<file path="config.mk">
export PLATFORM = sky130hd
export DESIGN_NAME = clcr_top
export DESIGN_NICKNAME = d
export VERILOG_FILES = /design/src/core/clcr_rate_decode.v /design/src/core/clcr_top.v
export VERILOG_INCLUDE_DIRS = /design/src /design/src/pkg
export SDC_FILE = /design/constraint.sdc
export NUM_CORES = 1
export LEC_CHECK = 0
export ABC_AREA = 1
export BUFFER_PORTS_ARGS = -buffer_cell sky130_fd_sc_hd__buf_4
export CAP_MARGIN = 20
export CORE_MARGIN = 3
export CORE_UTILIZATION = 40
export CTS_BUF_LIST = sky130_fd_sc_hd__clkbuf_16
export DETAILED_ROUTE_END_ITERATION = 8
export PLACE_DENSITY = 0.72
export SLEW_MARGIN = 15
export SYNTH_ARGS = -nofsm -noshare
export SYNTH_HDL_FRONTEND = slang
export SYNTH_SLANG_ARGS = --single-unit
</file>
<file path="constraint.sdc">
create_clock -name ref_clk_i -period 3.45 [get_ports ref_clk_i]
set_input_delay 0.345 -clock ref_clk_i [delete_from_list [all_inputs] [get_ports ref_clk_i]]
set_output_delay 0.345 -clock ref_clk_i [all_outputs]
set_load 0.1 [all_outputs]
</file>
<file path="src/pkg/clcr_map.vh">
// clcr_map.vh: offsets, field positions, reset value and rate table size
// for the closed-loop settings register; included by the core files.
`ifndef CLCR_MAP_VH
`define CLCR_MAP_VH
`define CLCR_ADDR_W 8
`define CLCR_SETTINGS_OFS 8'h88
`define CLCR_SETTINGS_RST 32'h00000000
`define CLCR_WR_MASK 32'h7ffffffe
`define CLCR_OVERMOD_BIT 30
`define CLCR_ACCEL_MSB 29
`define CLCR_ACCEL_LSB 25
`define CLCR_DSEL_BIT 24
`define CLCR_DECEL_MSB 23
`define CLCR_DECEL_LSB 19
`define CLCR_PWMF_MSB 18
`define CLCR_PWMF_LSB 15
`define CLCR_PWMM_BIT 14
`define CLCR_FGSEL_MSB 13
`define CLCR_FGSEL_LSB 12
`define CLCR_FGDIV_MSB 11
`define CLCR_FGDIV_LSB 8
`define CLCR_FGCFG_BIT 7
`define CLCR_BEMF_MSB 6
`define CLCR_BEMF_LSB 4
`define CLCR_AVS_BIT 3
`define CLCR_DTC_BIT 2
`define CLCR_SLD_BIT 1
`define CLCR_RATE_W 5
`define CLCR_HZ_W 17
`define CLCR_NO_LIMIT 5'h1f
`endif

</file>
<file path="src/core/clcr_rate_decode.v">
// clcr_rate_decode.v: maps a five-bit rate code to a rate in tenths of Hz/s.
// assumes a combinational use; code 1fh means unlimited and returns zero.
`timescale 1ns/10ps
`include "clcr_map.vh"
module clcr_rate_decode (
  input wire [`CLCR_RATE_W-1:0] code_i,
  output reg [`CLCR_HZ_W+3:0] rate_o,
  output reg unlimited_o
);
  // table in tenths so that 0.5 Hz/s stays an integer
  always @* begin
    unlimited_o = 1'b0;
    case (code_i)
      5'h00: rate_o = 21'h000005;
      5'h01: rate_o = 21'h00000a;
      5'h02: rate_o = 21'h000019;
      5'h03: rate_o = 21'h000032;
      5'h04: rate_o = 21'h00004b;
      5'h05: rate_o = 21'h000064;
      5'h06: rate_o = 21'h0000c8;
      5'h07: rate_o = 21'h000190;
      5'h08: rate_o = 21'h000258;
      5'h09: rate_o = 21'h000320;
      5'h0a: rate_o = 21'h0003e8;
      5'h0b: rate_o = 21'h0007d0;
      5'h0c: rate_o = 21'h000bb8;
      5'h0d: rate_o = 21'h000fa0;
      5'h0e: rate_o = 21'h001388;
      5'h0f: rate_o = 21'h001770;
      5'h10: rate_o = 21'h001b58;
      5'h11: rate_o = 21'h001f40;
      5'h12: rate_o = 21'h002328;
      5'h13: rate_o = 21'h002710;
      5'h14: rate_o = 21'h004e20;
      5'h15: rate_o = 21'h009c40;
      5'h16: rate_o = 21'h00ea60;
      5'h17: rate_o = 21'h013880;
      5'h18: rate_o = 21'h0186a0;
      5'h19: rate_o = 21'h030d40;
      5'h1a: rate_o = 21'h0493e0;
      5'h1b: rate_o = 21'h061a80;
      5'h1c: rate_o = 21'h07a120;
      5'h1d: rate_o = 21'h0927c0;
      5'h1e: rate_o = 21'h0aae60;
      default: begin
        rate_o = 21'h000000;
        unlimited_o = 1'b1;
      end
    endcase
  end
endmodule // clcr_rate_decode

</file>
<file path="src/core/clcr_top.v">
// clcr_top.v: closed-loop settings register with decoded control outputs.
// assumes a single-cycle host port: write strobe or read strobe, never both.
`timescale 1ns/10ps
`include "clcr_map.vh"
module clcr_top (
  input wire ref_clk_i,
  input wire reset_i,
  input wire [`CLCR_ADDR_W-1:0] addr_i,
  input wire [31:0] wdata_i,
  input wire wr_i,
  input wire rd_i,
  output reg [31:0] rdata_o,
  output reg overmod_en_o,
  output reg [`CLCR_RATE_W-1:0] closed_loop_accel_rate_o,
  output reg [`CLCR_RATE_W-1:0] closed_loop_decel_rate_o,
  output reg decel_source_select_o,
  output reg anti_surge_protection_on_o,
  output reg [`CLCR_RATE_W-1:0] eff_decel_code_o,
  output reg decel_field_used_o,
  output reg [`CLCR_HZ_W+3:0] accel_rate_o,
  output reg accel_unlimited_o,
  output reg [`CLCR_HZ_W+3:0] decel_rate_o,
  output reg decel_unlimited_o,
  output reg [3:0] pwm_freq_code_o,
  output reg pwm_mode_o,
  output reg [1:0] fg_sel_o,
  output reg [3:0] fg_div_o,
  output reg fg_config_o,
  output reg [2:0] fg_bemf_thr_o,
  output reg deadtime_comp_en_o,
  output reg speed_loop_dis_o
);
  reg [31:0] closed_loop_settings_reg;
  reg [31:0] closed_loop_settings_next;
  wire hit;
  wire [`CLCR_RATE_W-1:0] acc_code;
  wire [`CLCR_RATE_W-1:0] dec_field;
  wire dsel;
  wire anti_surge_protection;
  wire decel_field_used;
  wire [`CLCR_RATE_W-1:0] eff_dec;
  wire [`CLCR_HZ_W+3:0] acc_hz;
  wire [`CLCR_HZ_W+3:0] dec_hz;
  wire acc_unl;
  wire dec_unl;
  // pass-through fields, named once so each output flop reads a plain wire
  wire overmod_field;
  wire [3:0] pwm_freq_field;
  wire pwm_mode_field;
  wire [1:0] fg_sel_field;
  wire [3:0] fg_div_field;
  wire fg_config_field;
  wire [2:0] fg_bemf_field;
  wire deadtime_field;
  wire speed_dis_field;

  assign hit = (addr_i == `CLCR_SETTINGS_OFS);

  // writes only land in writable bits; reserved bits stay zero
  always @* begin
    closed_loop_settings_next = closed_loop_settings_reg;
    if (wr_i && hit) begin
      closed_loop_settings_next = wdata_i & `CLCR_WR_MASK;
    end
  end

  always @(posedge ref_clk_i) begin
    if (reset_i) begin
      closed_loop_settings_reg <= `CLCR_SETTINGS_RST;
    end else begin
      closed_loop_settings_reg <= closed_loop_settings_next;
    end
  end

  // field extraction
  assign acc_code = closed_loop_settings_reg[`CLCR_ACCEL_MSB:`CLCR_ACCEL_LSB];
  assign dec_field = closed_loop_settings_reg[`CLCR_DECEL_MSB:`CLCR_DECEL_LSB];
  assign dsel = closed_loop_settings_reg[`CLCR_DSEL_BIT];
  assign anti_surge_protection = closed_loop_settings_reg[`CLCR_AVS_BIT];

  // fields that only pass through to the motor side; encodings live there
  assign overmod_field = closed_loop_settings_reg[`CLCR_OVERMOD_BIT];
  assign pwm_freq_field = closed_loop_settings_reg[`CLCR_PWMF_MSB:`CLCR_PWMF_LSB];
  assign pwm_mode_field = closed_loop_settings_reg[`CLCR_PWMM_BIT];
  assign fg_sel_field = closed_loop_settings_reg[`CLCR_FGSEL_MSB:`CLCR_FGSEL_LSB];
  assign fg_div_field = closed_loop_settings_reg[`CLCR_FGDIV_MSB:`CLCR_FGDIV_LSB];
  assign fg_config_field = closed_loop_settings_reg[`CLCR_FGCFG_BIT];
  assign fg_bemf_field = closed_loop_settings_reg[`CLCR_BEMF_MSB:`CLCR_BEMF_LSB];
  assign deadtime_field = closed_loop_settings_reg[`CLCR_DTC_BIT];
  assign speed_dis_field = closed_loop_settings_reg[`CLCR_SLD_BIT];

  // with surge protection on, the separate field is not honoured; we then
  // fall back to the acceleration code rather than leave decel undefined
  assign decel_field_used = ~dsel & ~anti_surge_protection;
  assign eff_dec = decel_field_used ? dec_field : acc_code;

  clcr_rate_decode u_acc_dec (
    .code_i(acc_code),
    .rate_o(acc_hz),
    .unlimited_o(acc_unl)
  );

  clcr_rate_decode u_dec_dec (
    .code_i(eff_dec),
    .rate_o(dec_hz),
    .unlimited_o(dec_unl)
  );

  // outputs registered, so decoded values lag the register by one cycle;
  // each output keeps its own flop so the motor side sees no glitches
  // while the host rewrites neighbouring fields

  // read data stands one cycle only; unmapped reads return zero
  always @(posedge ref_clk_i) begin
    if (reset_i) begin
      rdata_o <= 32'h00000000;
    end else if (rd_i && hit) begin
      rdata_o <= closed_loop_settings_reg & `CLCR_WR_MASK;
    end else begin
      rdata_o <= 32'h00000000;
    end
  end

  // overmodulation permission follows its control bit
  always @(posedge ref_clk_i) begin
    if (reset_i) begin
      overmod_en_o <= 1'b0;
    end else begin
      overmod_en_o <= overmod_field;
    end
  end

  // raw acceleration code for the speed ramp
  always @(posedge ref_clk_i) begin
    if (reset_i) begin
      closed_loop_accel_rate_o <= 5'h00;
    end else begin
      closed_loop_accel_rate_o <= acc_code;
    end
  end

  // raw deceleration field, shown even while it is not honoured
  always @(posedge ref_clk_i) begin
    if (reset_i) begin
      closed_loop_decel_rate_o <= 5'h00;
    end else begin
      closed_loop_decel_rate_o <= dec_field;
    end
  end

  // deceleration source selector
  always @(posedge ref_clk_i) begin
    if (reset_i) begin
      decel_source_select_o <= 1'b0;
    end else begin
      decel_source_select_o <= dsel;
    end
  end

  // surge protection enable, also gates the deceleration field
  always @(posedge ref_clk_i) begin
    if (reset_i) begin
      anti_surge_protection_on_o <= 1'b0;
    end else begin
      anti_surge_protection_on_o <= anti_surge_protection;
    end
  end

  // deceleration code actually in force; the ramp must read this one,
  // never the raw field, or it would ignore the selector
  always @(posedge ref_clk_i) begin
    if (reset_i) begin
      eff_decel_code_o <= 5'h00;
    end else begin
      eff_decel_code_o <= eff_dec;
    end
  end

  // flags when the separate deceleration field is honoured
  always @(posedge ref_clk_i) begin
    if (reset_i) begin
      decel_field_used_o <= 1'b0;
    end else begin
      decel_field_used_o <= decel_field_used;
    end
  end

  // decoded acceleration rate in tenths of Hz/s
  always @(posedge ref_clk_i) begin
    if (reset_i) begin
      accel_rate_o <= 21'h000000;
    end else begin
      accel_rate_o <= acc_hz;
    end
  end

  // no-limit acceleration; the rate output reads zero then, so the ramp
  // must test this flag first
  always @(posedge ref_clk_i) begin
    if (reset_i) begin
      accel_unlimited_o <= 1'b0;
    end else begin
      accel_unlimited_o <= acc_unl;
    end
  end

  // decoded rate of the deceleration code in force
  always @(posedge ref_clk_i) begin
    if (reset_i) begin
      decel_rate_o <= 21'h000000;
    end else begin
      decel_rate_o <= dec_hz;
    end
  end

  // no-limit deceleration
  always @(posedge ref_clk_i) begin
    if (reset_i) begin
      decel_unlimited_o <= 1'b0;
    end else begin
      decel_unlimited_o <= dec_unl;
    end
  end

  // switching frequency code, passed through undecoded
  always @(posedge ref_clk_i) begin
    if (reset_i) begin
      pwm_freq_code_o <= 4'h0;
    end else begin
      pwm_freq_code_o <= pwm_freq_field;
    end
  end

  // modulation scheme select
  always @(posedge ref_clk_i) begin
    if (reset_i) begin
      pwm_mode_o <= 1'b0;
    end else begin
      pwm_mode_o <= pwm_mode_field;
    end
  end

  // speed feedback output select
  always @(posedge ref_clk_i) begin
    if (reset_i) begin
      fg_sel_o <= 2'h0;
    end else begin
      fg_sel_o <= fg_sel_field;
    end
  end

  // speed feedback divider
  always @(posedge ref_clk_i) begin
    if (reset_i) begin
      fg_div_o <= 4'h0;
    end else begin
      fg_div_o <= fg_div_field;
    end
  end

  // speed feedback activity mode
  always @(posedge ref_clk_i) begin
    if (reset_i) begin
      fg_config_o <= 1'b0;
    end else begin
      fg_config_o <= fg_config_field;
    end
  end

  // back-emf threshold code for the feedback output
  always @(posedge ref_clk_i) begin
    if (reset_i) begin
      fg_bemf_thr_o <= 3'h0;
    end else begin
      fg_bemf_thr_o <= fg_bemf_field;
    end
  end

  // dead-time compensation enable
  always @(posedge ref_clk_i) begin
    if (reset_i) begin
      deadtime_comp_en_o <= 1'b0;
    end else begin
      deadtime_comp_en_o <= deadtime_field;
    end
  end

  // speed loop disable
  always @(posedge ref_clk_i) begin
    if (reset_i) begin
      speed_loop_dis_o <= 1'b0;
    end else begin
      speed_loop_dis_o <= speed_dis_field;
    end
  end
endmodule // clcr_top

</file>
==> impl_results.html <==
<table>
<tr><th>Metric</th><th>Value</th></tr>
<tr><th colspan="2">Cells and area</th></tr>
<tr><td>Number of nets at the end of the flow</td><td>827</td></tr>
<tr><td>Util after Layout</td><td>55.9%</td></tr>
<tr><td>Antenna fix cells</td><td>0</td></tr>
<tr><td>Share of final-layout standard cells stronger than drive strength 1</td><td>29.4%</td></tr>
<tr><td>Area Overhead vs Synth</td><td>35.1%</td></tr>
<tr><th colspan="2">Pwr</th></tr>
<tr><td>Sequential power share</td><td>43.1%</td></tr>
<tr><td>Switching Fraction</td><td>21.2%</td></tr>
<tr><td>Static power due to leakage</td><td>about 3.5 nW</td></tr>
<tr><td>Internal power summed over all cells</td><td>2.93 mW</td></tr>
<tr><td>Net load switching power</td><td>a little under 800 uW</td></tr>
<tr><td>Part of the power in the clock network</td><td>53.0%</td></tr>
<tr><td>Pwr/cell area</td><td>518 mW/mm2</td></tr>
<tr><td>Share of power burned in combinational logic</td><td>4.0%</td></tr>
<tr><td>Maximum vdd ir drop</td><td>between 300 and 400 uV</td></tr>
<tr><th colspan="2">STA</th></tr>
<tr><td>Fin crit period</td><td>2210 ps</td></tr>
<tr><td>Period Utilization, post-route</td><td>64.1%</td></tr>
<tr><td>Transition time at the pin with the least slew margin</td><td>805 ps</td></tr>
<tr><td>Max transition margin</td><td>46.3%</td></tr>
<tr><td>Timing-limited maximum frequency</td><td>452 MHz</td></tr>
<tr><td>Min Hold Slack</td><td>207 ps</td></tr>
<tr><td>Setup_tns</td><td>0 ps</td></tr>
<tr><td>Skew final</td><td>5.38 ps</td></tr>
<tr><td>Final Hold Viols</td><td>0</td></tr>
<tr><td>Max Slew Vio Count</td><td>0</td></tr>
<tr><td>Setup violators final</td><td>0</td></tr>
<tr><td>RSZ-0062 raised after global routing</td><td>false</td></tr>
<tr><td>Setup ws final</td><td>1240 ps</td></tr>
<tr><th colspan="2">Global route</th></tr>
<tr><td>GRT overflow</td><td>0</td></tr>
<tr><td>Overall global routing resource usage</td><td>19.8%</td></tr>
<tr><td>Initial antenna violation count</td><td>0</td></tr>
<tr><td>Largest net degree at the start of global routing</td><td>75</td></tr>
<tr><td>Number of global-route vias before repair</td><td>around 4600</td></tr>
<tr><td>Global-route wire length before repair</td><td>22800 um</td></tr>
<tr><td>M3 GR Usage</td><td>under 10%</td></tr>
<tr><td>Peak-usage layer in the global routing report</td><td>met2</td></tr>
<tr><td>Met1 layer usage reported by global route</td><td>about a quarter</td></tr>
<tr><td>GR met2 Demand/Resource</td><td>32.7%</td></tr>
<tr><th colspan="2">Floorplanning</th></tr>
<tr><td>Standard-cell rows</td><td>41</td></tr>
<tr><td>Die height</td><td>121 um</td></tr>
<tr><td>Initial Util</td><td>about two fifths</td></tr>
<tr><td>Die Outline Area</td><td>0.0147 mm2</td></tr>
<tr><td>Io pins</td><td>156</td></tr>
<tr><td>Chip Width</td><td>121 um</td></tr>
<tr><td>Placeable core region</td><td>0.0128 mm2</td></tr>
<tr><th colspan="2">Worst setup path</th></tr>
<tr><td>Startpoint of the worst setup timing path</td><td>closed_loop_settings_reg[29]</td></tr>
<tr><td>Launching element type of the critical path</td><td>flop</td></tr>
<tr><td>Worst reg-to-reg setup slack</td><td>1240 ps</td></tr>
<tr><td>Type of the worst setup path</td><td>reg -&gt; reg</td></tr>
<tr><td>Kind of end point of the critical path</td><td>flop</td></tr>
<tr><td>CP Max Fanout</td><td>18</td></tr>
<tr><td>Worst setup path endpoint</td><td>accel_rate_o[11]</td></tr>
<tr><td>Arrival time reported for the critical path endpoint</td><td>2520 ps</td></tr>
<tr><td>Reg-to-reg startpoint</td><td>closed_loop_settings_reg[29]</td></tr>
<tr><td>Critical R2R Capture</td><td>accel_rate_o[11]</td></tr>
<tr><td>Required time at the worst-slack endpoint</td><td>3760 ps</td></tr>
<tr><td>Worst Reg2Reg Path Length in Cells</td><td>7</td></tr>
<tr><th colspan="2">Detailed routing</th></tr>
<tr><td>Final WL</td><td>around 14000 um</td></tr>
<tr><td>Iter 0 DRT Violations</td><td>341</td></tr>
<tr><td>Post-route antenna net violation count</td><td>0</td></tr>
<tr><td>Number of DRC violations after detailed routing</td><td>0</td></tr>
<tr><td>DR pass1 iterations</td><td>5</td></tr>
<tr><td>Via-per-instance ratio</td><td>4.87</td></tr>
<tr><td>Routed via count</td><td>4717</td></tr>
<tr><td>Routed length per instance</td><td>14.6 um</td></tr>
<tr><th colspan="2">Yosys</th></tr>
<tr><td>Main flop type after synthesis</td><td>dfxtp_1</td></tr>
<tr><td>Largest cells by area after synthesis</td><td>dfxtp_1, nor2_1, nand2_1</td></tr>
<tr><td>Area of the mapped netlist</td><td>0.00531 mm2</td></tr>
<tr><td>Commonest cells in the netlist</td><td>dfxtp_1, nor2_1, nand2_1</td></tr>
<tr><td>Syn Area/Cell</td><td>8.31 um2</td></tr>
<tr><td>Post-synthesis cell count</td><td>~640</td></tr>
<tr><td>Number of enable flip-flop cells after synthesis</td><td>0</td></tr>
<tr><td>Number of register bits inferred by synthesis</td><td>138</td></tr>
<tr><td>Sequential share of the synthesized area</td><td>around 52%</td></tr>
<tr><td>Area fraction of the dominant cell type after synthesis</td><td>a little over half</td></tr>
<tr><td>Count of unique library cells instantiated by Yosys</td><td>33</td></tr>
<tr><td>Share of async-settable or async-resettable flops after synthesis</td><td>0%</td></tr>
<tr><td>Most frequent cell after synthesis</td><td>dfxtp_1</td></tr>
<tr><td>Synth warnings</td><td>0</td></tr>
<tr><td>Post-synthesis cell type with the largest combined area</td><td>dfxtp_1</td></tr>
<tr><th colspan="2">Clock tree</th></tr>
<tr><td>Clock tree buffer depth</td><td>2</td></tr>
<tr><td>Total number of clock tree sinks</td><td>138</td></tr>
<tr><td>Master cell of the clock root buffer</td><td>clkbuf_16</td></tr>
<tr><td>Clock Latency Late Sink</td><td>420 ps</td></tr>
<tr><td>Clk pin slew, worst setup/hold paths</td><td>60 ps</td></tr>
<tr><td>Post-CTS Setup Bufs</td><td>0</td></tr>
<tr><td>Clock tree from TritonCTS</td><td>built</td></tr>
<tr><td>Hold-fix buffer count after cts</td><td>0</td></tr>
<tr><td>Post-cts resize count</td><td>0</td></tr>
<tr><td>Total CTS buffers</td><td>17</td></tr>
<tr><td>Deepest level of the CTS H-tree</td><td>4</td></tr>
<tr><th colspan="2">Placed design</th></tr>
<tr><td># port buffers</td><td>approximately 150</td></tr>
<tr><td>Worst slack after detailed placement</td><td>1290 ps</td></tr>
<tr><td>Placer Congestion</td><td>between 0.9 and 1</td></tr>
<tr><td>DP Wirelength</td><td>~9900 um</td></tr>
<tr><th colspan="2">Status</th></tr>
<tr><td>Outcome</td><td>completed</td></tr>
<tr><th colspan="2">Job</th></tr>
<tr><td>Number of max-cap violations</td><td>0</td></tr>
<tr><th colspan="2">Min path</th></tr>
<tr><td>Tightest Hold Check Type</td><td>in -&gt; reg</td></tr>
</table>
worst min-delay path by stage:
stage | from | end | depth (start not counted)
after floorplan | closed_loop_settings_reg[2] | deadtime_comp_en_o | 2
after global placement | closed_loop_settings_reg[16] | pwm_freq_code_o[1] | 2
after detailed placement | closed_loop_settings_reg[16] | pwm_freq_code_o[1] | 2
after CTS | wdata_i[21] | closed_loop_settings_reg[21] | 3
after global routing | wdata_i[14] | closed_loop_settings_reg[14] | 3
final | wdata_i[26] | closed_loop_settings_reg[26] | 3
per-stage QoR:
step / power (mW) / std cells / instance area (um2)
2_1_floorplan: 1.73 / 642 / 5320
3_3_place_gp: 1.78 / 936 / 6530
3_5_place_dp: 1.78 / 936 / 6530
4_1_cts: 3.76 / 968 / 7170
5_1_grt: 3.83 / 968 / 7170
6_report: 3.72 / 968 / 7170
worst max-delay path, stage by stage (launching register included):
cell	delay [ps]
dfxtp_1	750
inv_1	440
nand3_1	250
nand2_1	100
nor3_1	230
nand3_1	90
o21ai_0	180
inv_1	50
layer usage:
metal,routed length (um),vias up
li1,-,2360
met1,6070,2179
met2,6860,155
met3,925,23
met4,272,0
met5,0,-
cell type report:
cell class / instances / area (um2)
clock inverters: 15 / 221
repair buffers: 153 / 1150
fillers: 1216 / 5650
flip-flops and latches: 138 / 2760
clock buffers: 17 / 425
inverters: 59 / 229
well taps: 172 / 215
multi-input cells: 414 / 2170
cell usage in the layout, fill, tap and decap left out, types with 2 or more instances in the layout:
cell and instances:
nor2_4 5, o21ai_4 4, a41oi_1 4, buf_4 153, nand2_4 6, a21oi_1 42
o21ai_2 2, clkbuf_16 17, o21ai_0 36, nor3_1 13, nand3_1 42, nand2_2 12
nor2_1 114, nor4_1 5, inv_1 59, conb_1 4, clkinvlp_4 2, inv_6 3
nand4_1 9, nor2_8 5, nand3_2 13, clkinv_4 2, o41ai_1 2, a31oi_1 8
bufinv_16 5, dfxtp_1 138, nand2_1 83
power by group through the flow:
| stage | sequential (mW) | clock (mW) | combinational [mW] |
|---|---|---|---|
| after floorplan | 1.67 | 0 | 0.0593 |
| after global placement | 1.64 | 0 | 0.146 |
| after detailed placement | 1.64 | 0 | 0.148 |
| after CTS | 1.60 | 2.01 | 0.148 |
| after global routing | 1.60 | 2.07 | 0.158 |
| final | 1.60 | 1.97 | 0.148 |
cell families after synthesis:
kind of cell	after synthesis	share of synthesized area [%]
buffers and inverters	90	7.40
flip-flops	138	52.0
other	1	0.0706
AND/OR/NAND/NOR	311	29.6
AO/OA/AOI/OAI	99	10.9
Note: power is estimated with default switching activity, not from simulation.
